### src/protect_map_pkg.sv
// constants and types shared by the sector protection map logic
package protect_map_pkg;

	// ****************************************
	// map geometry and values
	// ****************************************
	localparam int unsigned SECTOR_COUNT = 16;
	localparam logic [7:0]  MAP_RESET    = 8'h00;
	localparam logic [7:0]  MAP_ERASED   = 8'hFF;
	localparam logic [7:0]  READ_FILL    = 8'h00;
	localparam int unsigned S0A_HI       = 7;
	localparam int unsigned S0A_LO       = 6;
	localparam int unsigned S0B_HI       = 5;
	localparam int unsigned S0B_LO       = 4;
	localparam int unsigned MARK_BIT     = 7;

	// ****************************************
	// command bytes
	// ****************************************
	localparam logic [7:0] OP_PREFIX_0 = 8'h3D;
	localparam logic [7:0] OP_PREFIX_1 = 8'h2A;
	localparam logic [7:0] OP_PREFIX_2 = 8'h7F;
	localparam logic [7:0] OP_ERASE    = 8'hCF;
	localparam logic [7:0] OP_PROGRAM  = 8'hFC;
	localparam logic [7:0] OP_READ     = 8'h32;
	localparam logic [4:0] OPCODE_LEN  = 5'h04;
	localparam logic [4:0] READ_HEAD   = 5'h03;

	// ****************************************
	// self-timed cycle lengths
	// ****************************************
	localparam int unsigned CLK_FREQ_HZ            = 10_000_000;
	localparam int unsigned MAP_ERASE_TIME_MAX_US  = 50;
	localparam int unsigned MAP_PROG_TIME_MAX_US   = 50;
	localparam int unsigned ERASE_CYCLES_I =
		(MAP_ERASE_TIME_MAX_US * (CLK_FREQ_HZ / 1_000_000) > 0) ?
		MAP_ERASE_TIME_MAX_US * (CLK_FREQ_HZ / 1_000_000) : 1;
	localparam int unsigned PROG_CYCLES_I =
		(MAP_PROG_TIME_MAX_US * (CLK_FREQ_HZ / 1_000_000) > 0) ?
		MAP_PROG_TIME_MAX_US * (CLK_FREQ_HZ / 1_000_000) : 1;
	localparam logic [11:0] ERASE_LAST = 12'(ERASE_CYCLES_I - 1);
	localparam logic [11:0] PROG_LAST  = 12'(PROG_CYCLES_I - 1);

	// ****************************************
	// types
	// ****************************************
	typedef enum logic [2:0] {
		cmd_none,
		cmd_prefix,
		cmd_erase,
		cmd_prog,
		cmd_read,
		cmd_bad
	} cmd_type;

	typedef enum logic [1:0] {
		op_idle,
		op_erase,
		op_prog
	} op_type;

endpackage : protect_map_pkg

### src/sector_protect_map_access.sv
// serial command engine for the nonvolatile sector protection map
//
// How it works
// - sixteen map bytes, one per sector
// - map erased before program; program only clears
// - sectors 1-15 marked by FFh, clear 00h
// - byte 0 bits 7:6 and 5:4 split sector
// - map holds 00h after reset
// - 3D 2A 7F CF then release starts erase
// - erase leaves every map byte FFh
// - erase accepted whatever protection enable says
// - erased map with protection refuses every sector
// - 3D 2A 7F FC, sixteen bytes, release programs
// - busy shown during self-timed erase or program
// - seventeenth data byte wraps to location 0
// - program accepted whatever protection enable says
// - program stages bytes in buffer one
// - 32h plus three dummies reads bytes 0-15
// - reading past byte 15 gives filler data
// - release ends read, output goes undriven
// - write-protect asserted refuses map erase, program
module sector_protect_map_access (
	// clock and reset
	input  wire logic           ref_clk,
	input  wire logic           rst_b,
	// serial link pins
	input  wire logic           cs_b,
	input  wire logic           sck,
	input  wire logic           si,
	output logic                so,
	output logic                so_oe,
	// protection control
	input  wire logic           wp_b,
	input  wire logic           protect_enable,
	// status and map view
	output logic                map_busy,
	output logic                buf1_clobbered,
	output logic [127:0]        protect_map,
	output logic [16:0]         sector_refused
);

	// ****************************************
	// state
	// ****************************************
	typedef struct packed {
		logic                              cs_m;
		logic                              cs_s;
		logic                              cs_d;
		logic                              sck_m;
		logic                              sck_s;
		logic                              sck_d;
		logic                              si_m;
		logic                              si_s;
		logic                              wp_m;
		logic                              wp_s;
		logic [2:0]                        bit_cnt;
		logic [4:0]                        byte_cnt;
		logic [7:0]                        shreg;
		protect_map_pkg::cmd_type          cmd;
		logic [3:0]                        prog_idx;
		logic [4:0]                        rd_idx;
		logic [7:0]                        out_sh;
		logic                              so;
		logic                              so_oe;
		logic                              clobber;
		protect_map_pkg::op_type           op;
		logic [11:0]                       timer;
		logic [15:0][7:0]                  map;
		logic [15:0][7:0]                  stage;
		logic [16:0]                       guard;
	} state_type;

	state_type st;
	state_type next_st;

	logic       sck_rise;
	logic       sck_fall;
	logic       cs_rise;
	logic       cs_fall;
	logic       sel;
	logic [7:0] rx_byte;
	logic       byte_done;
	logic       prog_write;
	logic       read_load;
	logic [16:0] marked;

	// ****************************************
	// protection decode
	// ****************************************
	// sector 0 halves as plain assigns, like the per-sector bits below
	assign marked[0] = &st.map[0][protect_map_pkg::S0A_HI:protect_map_pkg::S0A_LO];
	assign marked[1] = &st.map[0][protect_map_pkg::S0B_HI:protect_map_pkg::S0B_LO];

	// invalid encodings are undefined; the top bit alone decides
	genvar g;
	generate
		for (g = 1; g < protect_map_pkg::SECTOR_COUNT; g++)
		begin : g_mark
			assign marked[g + 1] = st.map[g][protect_map_pkg::MARK_BIT];
		end
	endgenerate

	// ****************************************
	// next state
	// ****************************************
	always_comb
	begin
		next_st = st;
		next_st.cs_m  = cs_b;
		next_st.cs_s  = st.cs_m;
		next_st.cs_d  = st.cs_s;
		next_st.sck_m = sck;
		next_st.sck_s = st.sck_m;
		next_st.sck_d = st.sck_s;
		next_st.si_m  = si;
		next_st.si_s  = st.si_m;
		next_st.wp_m  = wp_b;
		next_st.wp_s  = st.wp_m;
		next_st.clobber = 1'b0;

		sck_rise   = st.sck_s & ~st.sck_d;
		sck_fall   = ~st.sck_s & st.sck_d;
		cs_rise    = st.cs_s & ~st.cs_d;
		cs_fall    = ~st.cs_s & st.cs_d;
		sel        = ~st.cs_s;
		rx_byte    = {st.shreg[6:0], st.si_s};
		byte_done  = sel & sck_rise & (st.bit_cnt == 3'h7);
		prog_write = byte_done & (st.cmd == protect_map_pkg::cmd_prog)
			& (st.byte_cnt >= protect_map_pkg::OPCODE_LEN);
		read_load  = byte_done & (st.cmd == protect_map_pkg::cmd_read)
			& (st.byte_cnt >= protect_map_pkg::READ_HEAD);

		if (cs_fall)
		begin
			next_st.bit_cnt  = 3'h0;
			next_st.byte_cnt = 5'h00;
			next_st.cmd      = protect_map_pkg::cmd_none;
			next_st.prog_idx = 4'h0;
			next_st.rd_idx   = 5'h00;
		end

		if (sel & sck_rise)
		begin
			next_st.shreg   = rx_byte;
			next_st.bit_cnt = st.bit_cnt + 3'h1;
		end

		if (byte_done)
		begin
			if (st.byte_cnt != 5'h1F)
				next_st.byte_cnt = st.byte_cnt + 5'h01;
			if (st.byte_cnt == 5'h00)
			begin
				if (rx_byte == protect_map_pkg::OP_PREFIX_0)
					next_st.cmd = protect_map_pkg::cmd_prefix;
				else if (rx_byte == protect_map_pkg::OP_READ)
					next_st.cmd = protect_map_pkg::cmd_read;
				else
					next_st.cmd = protect_map_pkg::cmd_bad;
			end
			else if (st.cmd == protect_map_pkg::cmd_prefix)
			begin
				if (st.byte_cnt == 5'h01 && rx_byte != protect_map_pkg::OP_PREFIX_1)
					next_st.cmd = protect_map_pkg::cmd_bad;
				else if (st.byte_cnt == 5'h02 && rx_byte != protect_map_pkg::OP_PREFIX_2)
					next_st.cmd = protect_map_pkg::cmd_bad;
				else if (st.byte_cnt == 5'h03)
				begin
					if (rx_byte == protect_map_pkg::OP_ERASE)
						next_st.cmd = protect_map_pkg::cmd_erase;
					else if (rx_byte == protect_map_pkg::OP_PROGRAM)
						next_st.cmd = protect_map_pkg::cmd_prog;
					else
						next_st.cmd = protect_map_pkg::cmd_bad;
				end
			end
		end

		// data bytes land in buffer one; the index wraps after location 15
		if (prog_write)
		begin
			next_st.stage[st.prog_idx] = rx_byte;
			next_st.prog_idx = st.prog_idx + 4'h1;
			next_st.clobber = 1'b1;
		end

		if (read_load)
		begin
			if (st.rd_idx < 5'h10)
				next_st.out_sh = st.map[st.rd_idx[3:0]];
			else
				next_st.out_sh = protect_map_pkg::READ_FILL;
			if (st.rd_idx != 5'h1F)
				next_st.rd_idx = st.rd_idx + 5'h01;
			next_st.so_oe = 1'b1;
		end

		// mode 0: change on the falling edge, host samples on the rising
		if (sel & sck_fall & st.so_oe)
		begin
			next_st.so     = st.out_sh[7];
			next_st.out_sh = {st.out_sh[6:0], 1'b0};
		end

		if (cs_rise)
		begin
			next_st.so_oe = 1'b0;
			// protection enable is not consulted for map commands
			if (st.op == protect_map_pkg::op_idle && st.wp_s && st.bit_cnt == 3'h0)
			begin
				if (st.cmd == protect_map_pkg::cmd_erase
					&& st.byte_cnt == protect_map_pkg::OPCODE_LEN)
				begin
					next_st.op    = protect_map_pkg::op_erase;
					next_st.timer = protect_map_pkg::ERASE_LAST;
				end
				else if (st.cmd == protect_map_pkg::cmd_prog
					&& st.byte_cnt >= protect_map_pkg::OPCODE_LEN)
				begin
					next_st.op    = protect_map_pkg::op_prog;
					next_st.timer = protect_map_pkg::PROG_LAST;
				end
			end
		end

		if (st.op != protect_map_pkg::op_idle)
		begin
			if (st.timer == 12'h000)
			begin
				if (st.op == protect_map_pkg::op_erase)
					next_st.map = {protect_map_pkg::SECTOR_COUNT{protect_map_pkg::MAP_ERASED}};
				else
					next_st.map = st.map & st.stage;
				next_st.op = protect_map_pkg::op_idle;
			end
			else
				next_st.timer = st.timer - 12'h001;
		end

		// a held write-protect pin protects marked sectors on its own
		next_st.guard = (protect_enable | ~st.wp_s) ? marked : 17'h0_0000;
	end

	// ****************************************
	// registers
	// ****************************************
	always_ff @(posedge ref_clk or negedge rst_b)
	begin
		if (!rst_b)
		begin
			st          <= '0;
			st.cs_m     <= 1'b1;
			st.cs_s     <= 1'b1;
			st.cs_d     <= 1'b1;
			st.wp_m     <= 1'b1;
			st.wp_s     <= 1'b1;
			st.cmd      <= protect_map_pkg::cmd_none;
			st.op       <= protect_map_pkg::op_idle;
			st.map      <= {protect_map_pkg::SECTOR_COUNT{protect_map_pkg::MAP_RESET}};
		end
		else
			st <= next_st;
	end

	assign so             = st.so;
	assign so_oe          = st.so_oe;
	assign map_busy       = (st.op != protect_map_pkg::op_idle);
	assign buf1_clobbered = st.clobber;
	assign protect_map    = st.map;
	assign sector_refused = st.guard;
endmodule : sector_protect_map_access

### config.mk
export PLATFORM = sky130hd
export DESIGN_NAME = sector_protect_map_access
export DESIGN_NICKNAME = d
export VERILOG_FILES = /design/src/protect_map_pkg.sv /design/src/sector_protect_map_access.sv
export SDC_FILE = /design/constraint.sdc
export NUM_CORES = 1
export LEC_CHECK = 0
export BUFFER_PORTS_ARGS = -buffer_cell sky130_fd_sc_hd__buf_2
export CAP_MARGIN = 20
export CORE_MARGIN = 3
export CORE_UTILIZATION = 45
export DETAILED_ROUTE_END_ITERATION = 8
export PLACE_DENSITY = 0.73
export REMOVE_ABC_BUFFERS = 1
export SLEW_MARGIN = 20
export SYNTH_ARGS = -nofsm -noshare
export SYNTH_HDL_FRONTEND = slang
export SYNTH_SLANG_ARGS = --single-unit
### constraint.sdc
create_clock -name ref_clk -period 3.08 [get_ports ref_clk]
set_input_delay 0.308 -clock ref_clk [delete_from_list [all_inputs] [get_ports ref_clk]]
set_output_delay 0.308 -clock ref_clk [all_outputs]
set_load 0.05 [all_outputs]
==> results.md <==
* Status: complete, no violations
* Largest net degree at the start of global routing at 129
* Util after Layout at 51.2%
* Vias in the first global route at 9,801
* Synth Area in Compound Gates at 7.58%
* Final min period at 2690 ps
* DRT iter0 DRCs at 808
* Top-Level Pins at 156
* Setup tns final at 0 ps
* Post-route insts no fill at 1,749
* Crit path kind: reg2reg
* Final instance area at 16,700 um2
* Fin. max-slew vios at 0
* Row Count at 66
* Post-synthesis async set-or-reset flop share at 100%
* Worst vdd ir at 0.000424 V
* Fmax at 372 MHz
* Core area at around 33,000 um2
* Synthesized area at 15,000 um2
* Clock sinks at roughly 340
* Number of synthesized register bits at 335
* Chip Height at 188 um
* CTS resizes at 0
* Final Hold Viols at 0
* Area after DPL at approximately 15,000 um2
* H-tree depth at 2
* DRC errors left at 0
* Pre-CTS setup slack at 489 ps
* Worst min path class: reg2reg
* DR WL/cell at 20.6 um
* Die area at 35,500 um2
* Share of cells above drive strength 1 at 32.4%
* Die Wd at 188 um
* Max-Cap Viols at 0
* PnR Total Power at a little under 10 mW
* Leakage at 9.09 nW
* WL met1 at between 15,000 and 20,000 um
* Dominant synthesized flop cell: dfrtp_1
* Worst-path fanout max at 13
* Yosys warning count at 0
* Worst rel slew slack at 36.6%
* Post-synthesis mux area share at between 10% and 20%
* Post-synth EDFFs at 0
* P&R area growth vs syn at 11.6%
* Main combinational cell family by area after synthesis: multiplexers
* Final period util at 87.2%
* Worst setup EP type: flip-flop
* DRT antenna net count at 0
* Initial antenna violation count at 0
* Via Count at 9,626
* Top Metal Used: met4
* Worst setup SP type: flip-flop
* Fin worst setup slack at 394 ps
* Filler Cell Count at between 2,000 and 3,000
* First-pass GRT wire length at 57,200 um
* Setup Skew at 25.1 ps
* WHS at 346 ps
* Worst endpoint data arrival time at around 3100 ps
* Placed Cells at 1,678
* Simple-gate area share of the yosys netlist at around 9.0%
* TritonCTS clock tree: yes
* Synth Area in XOR/XNOR at 0.117%
* Met3 WL at 2160 um
* Starting density of the core at roughly 46%
* GP Congestion at 0.819
* Dpl hpwl at ~23,000 um
* Adder-Cell Fraction of Synth Area at 1.25%
* Sequential fraction of the synthesis area at 56.1%
* DRT Wirelength at between 30,000 and 40,000 um
* Root buffer cell: clkbuf_16
* Tightest Pin Transition at 950 ps
* Mapped Cells at 1,262
* Grt ovf at 0
* Antenna Cells at 0
* Clock latency on the worst-skew pair at 530 ps
* Unrepaired setup endpoints after global routing: no
* Port Buf Inserts at roughly 160
* Syn_area_per_cell at 11.9 um2
* Power Dens Cells at between 500 and 600 nW/um2
* GRT Overall Usage at 20.4%
* Clk buf depth at 3
* Fin nets at 1,302
* Via/cell ratio at 5.50
* Met2 wire len at around 17,000 um
* Num CTS Buffers at 37
* Clock transition at the registers of the reported paths at 60 ps
* Synth unique cells at 58
* Drt pass-1 iters at 5
* Required time of the critical path at 3540 ps
* Setup Viol. Count Final at 0
layout make-up:
class,instances,area (um2),area share (%)
inverter,13,48.8,0.292
clock buffer,51,1070,6.40
timing repair buffer,199,1230,7.36
sequential,335,8390,50.3
multi-input combinational,694,5140,30.8
tap,442,553,3.31
clock inverter,15,256,1.54
cells in the mapped netlist (all sizes together) (4+ instances only):
library cell	number	share of area, %
mux4	32	4.8
o22ai	7	0.29
and2	17	0.71
inv	13	0.33
nand4	6	0.25
mux2i	19	1.3
and3	13	0.54
nand2	171	4.3
a21oi	8	0.27
nand3	19	0.70
nor2b	4	0.17
buf	159	7.7
dfstp	5	0.88
a211o	8	0.47
o31ai	6	0.30
nor2	19	0.48
nor3	12	0.48
o21ai	154	5.2
or4	5	0.25
dfrtp	330	55
mux2	137	10
ha	15	1.3
clkbuf	61	1.5
a31oi	4	0.17
path summary, 6_finish.rpt:
| check | start | to | slack, ps | cells past startpoint |
|---|---|---|---|---|
| worst min-delay path | next_st[328] | rx_byte[0] | 350 | 0 |
| min in group asynchronous | rst_b | rx_byte[2] | 400 | 2 |
| worst max-delay path | st[323] | st[293] | 390 | 7 |
| worst max register to register | st[323] | st[293] | 390 | 7 |
| worst min register to register | next_st[328] | rx_byte[0] | 350 | 0 |
| max in group asynchronous | rst_b | protect_map[17] | 1770 | 3 |
cells by family after synthesis:
| kind of cell | count (synthesis) |
|---|---|
| AOI/OAI and AO/OA | 203 |
| xor gates and xnor gates | 2 |
| adders and majority gates | 15 |
| and+or+nand+nor | 286 |
| muxes | 188 |
| buffers and inverters | 233 |
| DFF | 335 |
critical path, stage by stage, from the launching register on:
cell and delay, ps:
dfrtp_1 370, ha_1 160, ha_1 220, nand4bb_1 270, a211o_1 480, or4_1 700, o22ai_1 280, a211o_1 130
layer usage:
metal	vias to the layer above	global-route usage, %
li1	4283	-
met1	4939	28.1
met2	326	32.9
met3	78	3.72
met4	0	7.33
met5	-	0
what timing repair did:
| item | 4_1_cts | 5_1_grt |
|---|---|---|
| endpoints found under the hold margin | 81 | 0 |
| setup buffers | 0 | 0 |
| hold buffers | 5 | 0 |
sequential cells by signal, indices dropped and copies added (netlist names):
signal,count
rx_byte,8
buf1_clobbered,1
sector_refused,17
next_st,6
protect_map,128
so,1
st,173
so_oe,1
cells in the final DEF (no fill, tap or decap), types with 4 or more instances in the layout:
master and instances:
buf_4 31, nor3_1 10, buf_12 8, dfrtp_1 328, and2_1 17, dfstp_2 5
dlygate4sd3_1 5, clkinv_2 4, bufinv_16 6, a211o_1 8, nor2b_1 4, mux4_2 32
o22ai_1 7, ha_1 15, clkbuf_8 9, mux2_2 120, mux2i_1 19, o31ai_1 6
inv_1 13, o21ai_0 150, a31oi_1 4, or4_1 4, clkbuf_16 37, a21oi_1 8
nand4_1 6, o21ai_1 4, nor2_1 19, mux2_1 17, nand2_1 171, buf_2 154
clkbuf_1 5, nand3_1 17, and3_1 13
power breakdown:
group	internal (mW)	switching, mW	leakage [nW]
Clock	2.94	1.79	0.646
Sequential	4.45	0.273	4.64
Combinational	0.0893	0.180	3.81
Total	7.48	2.24	9.09
Note: power is estimated with default switching activity, not from simulation.
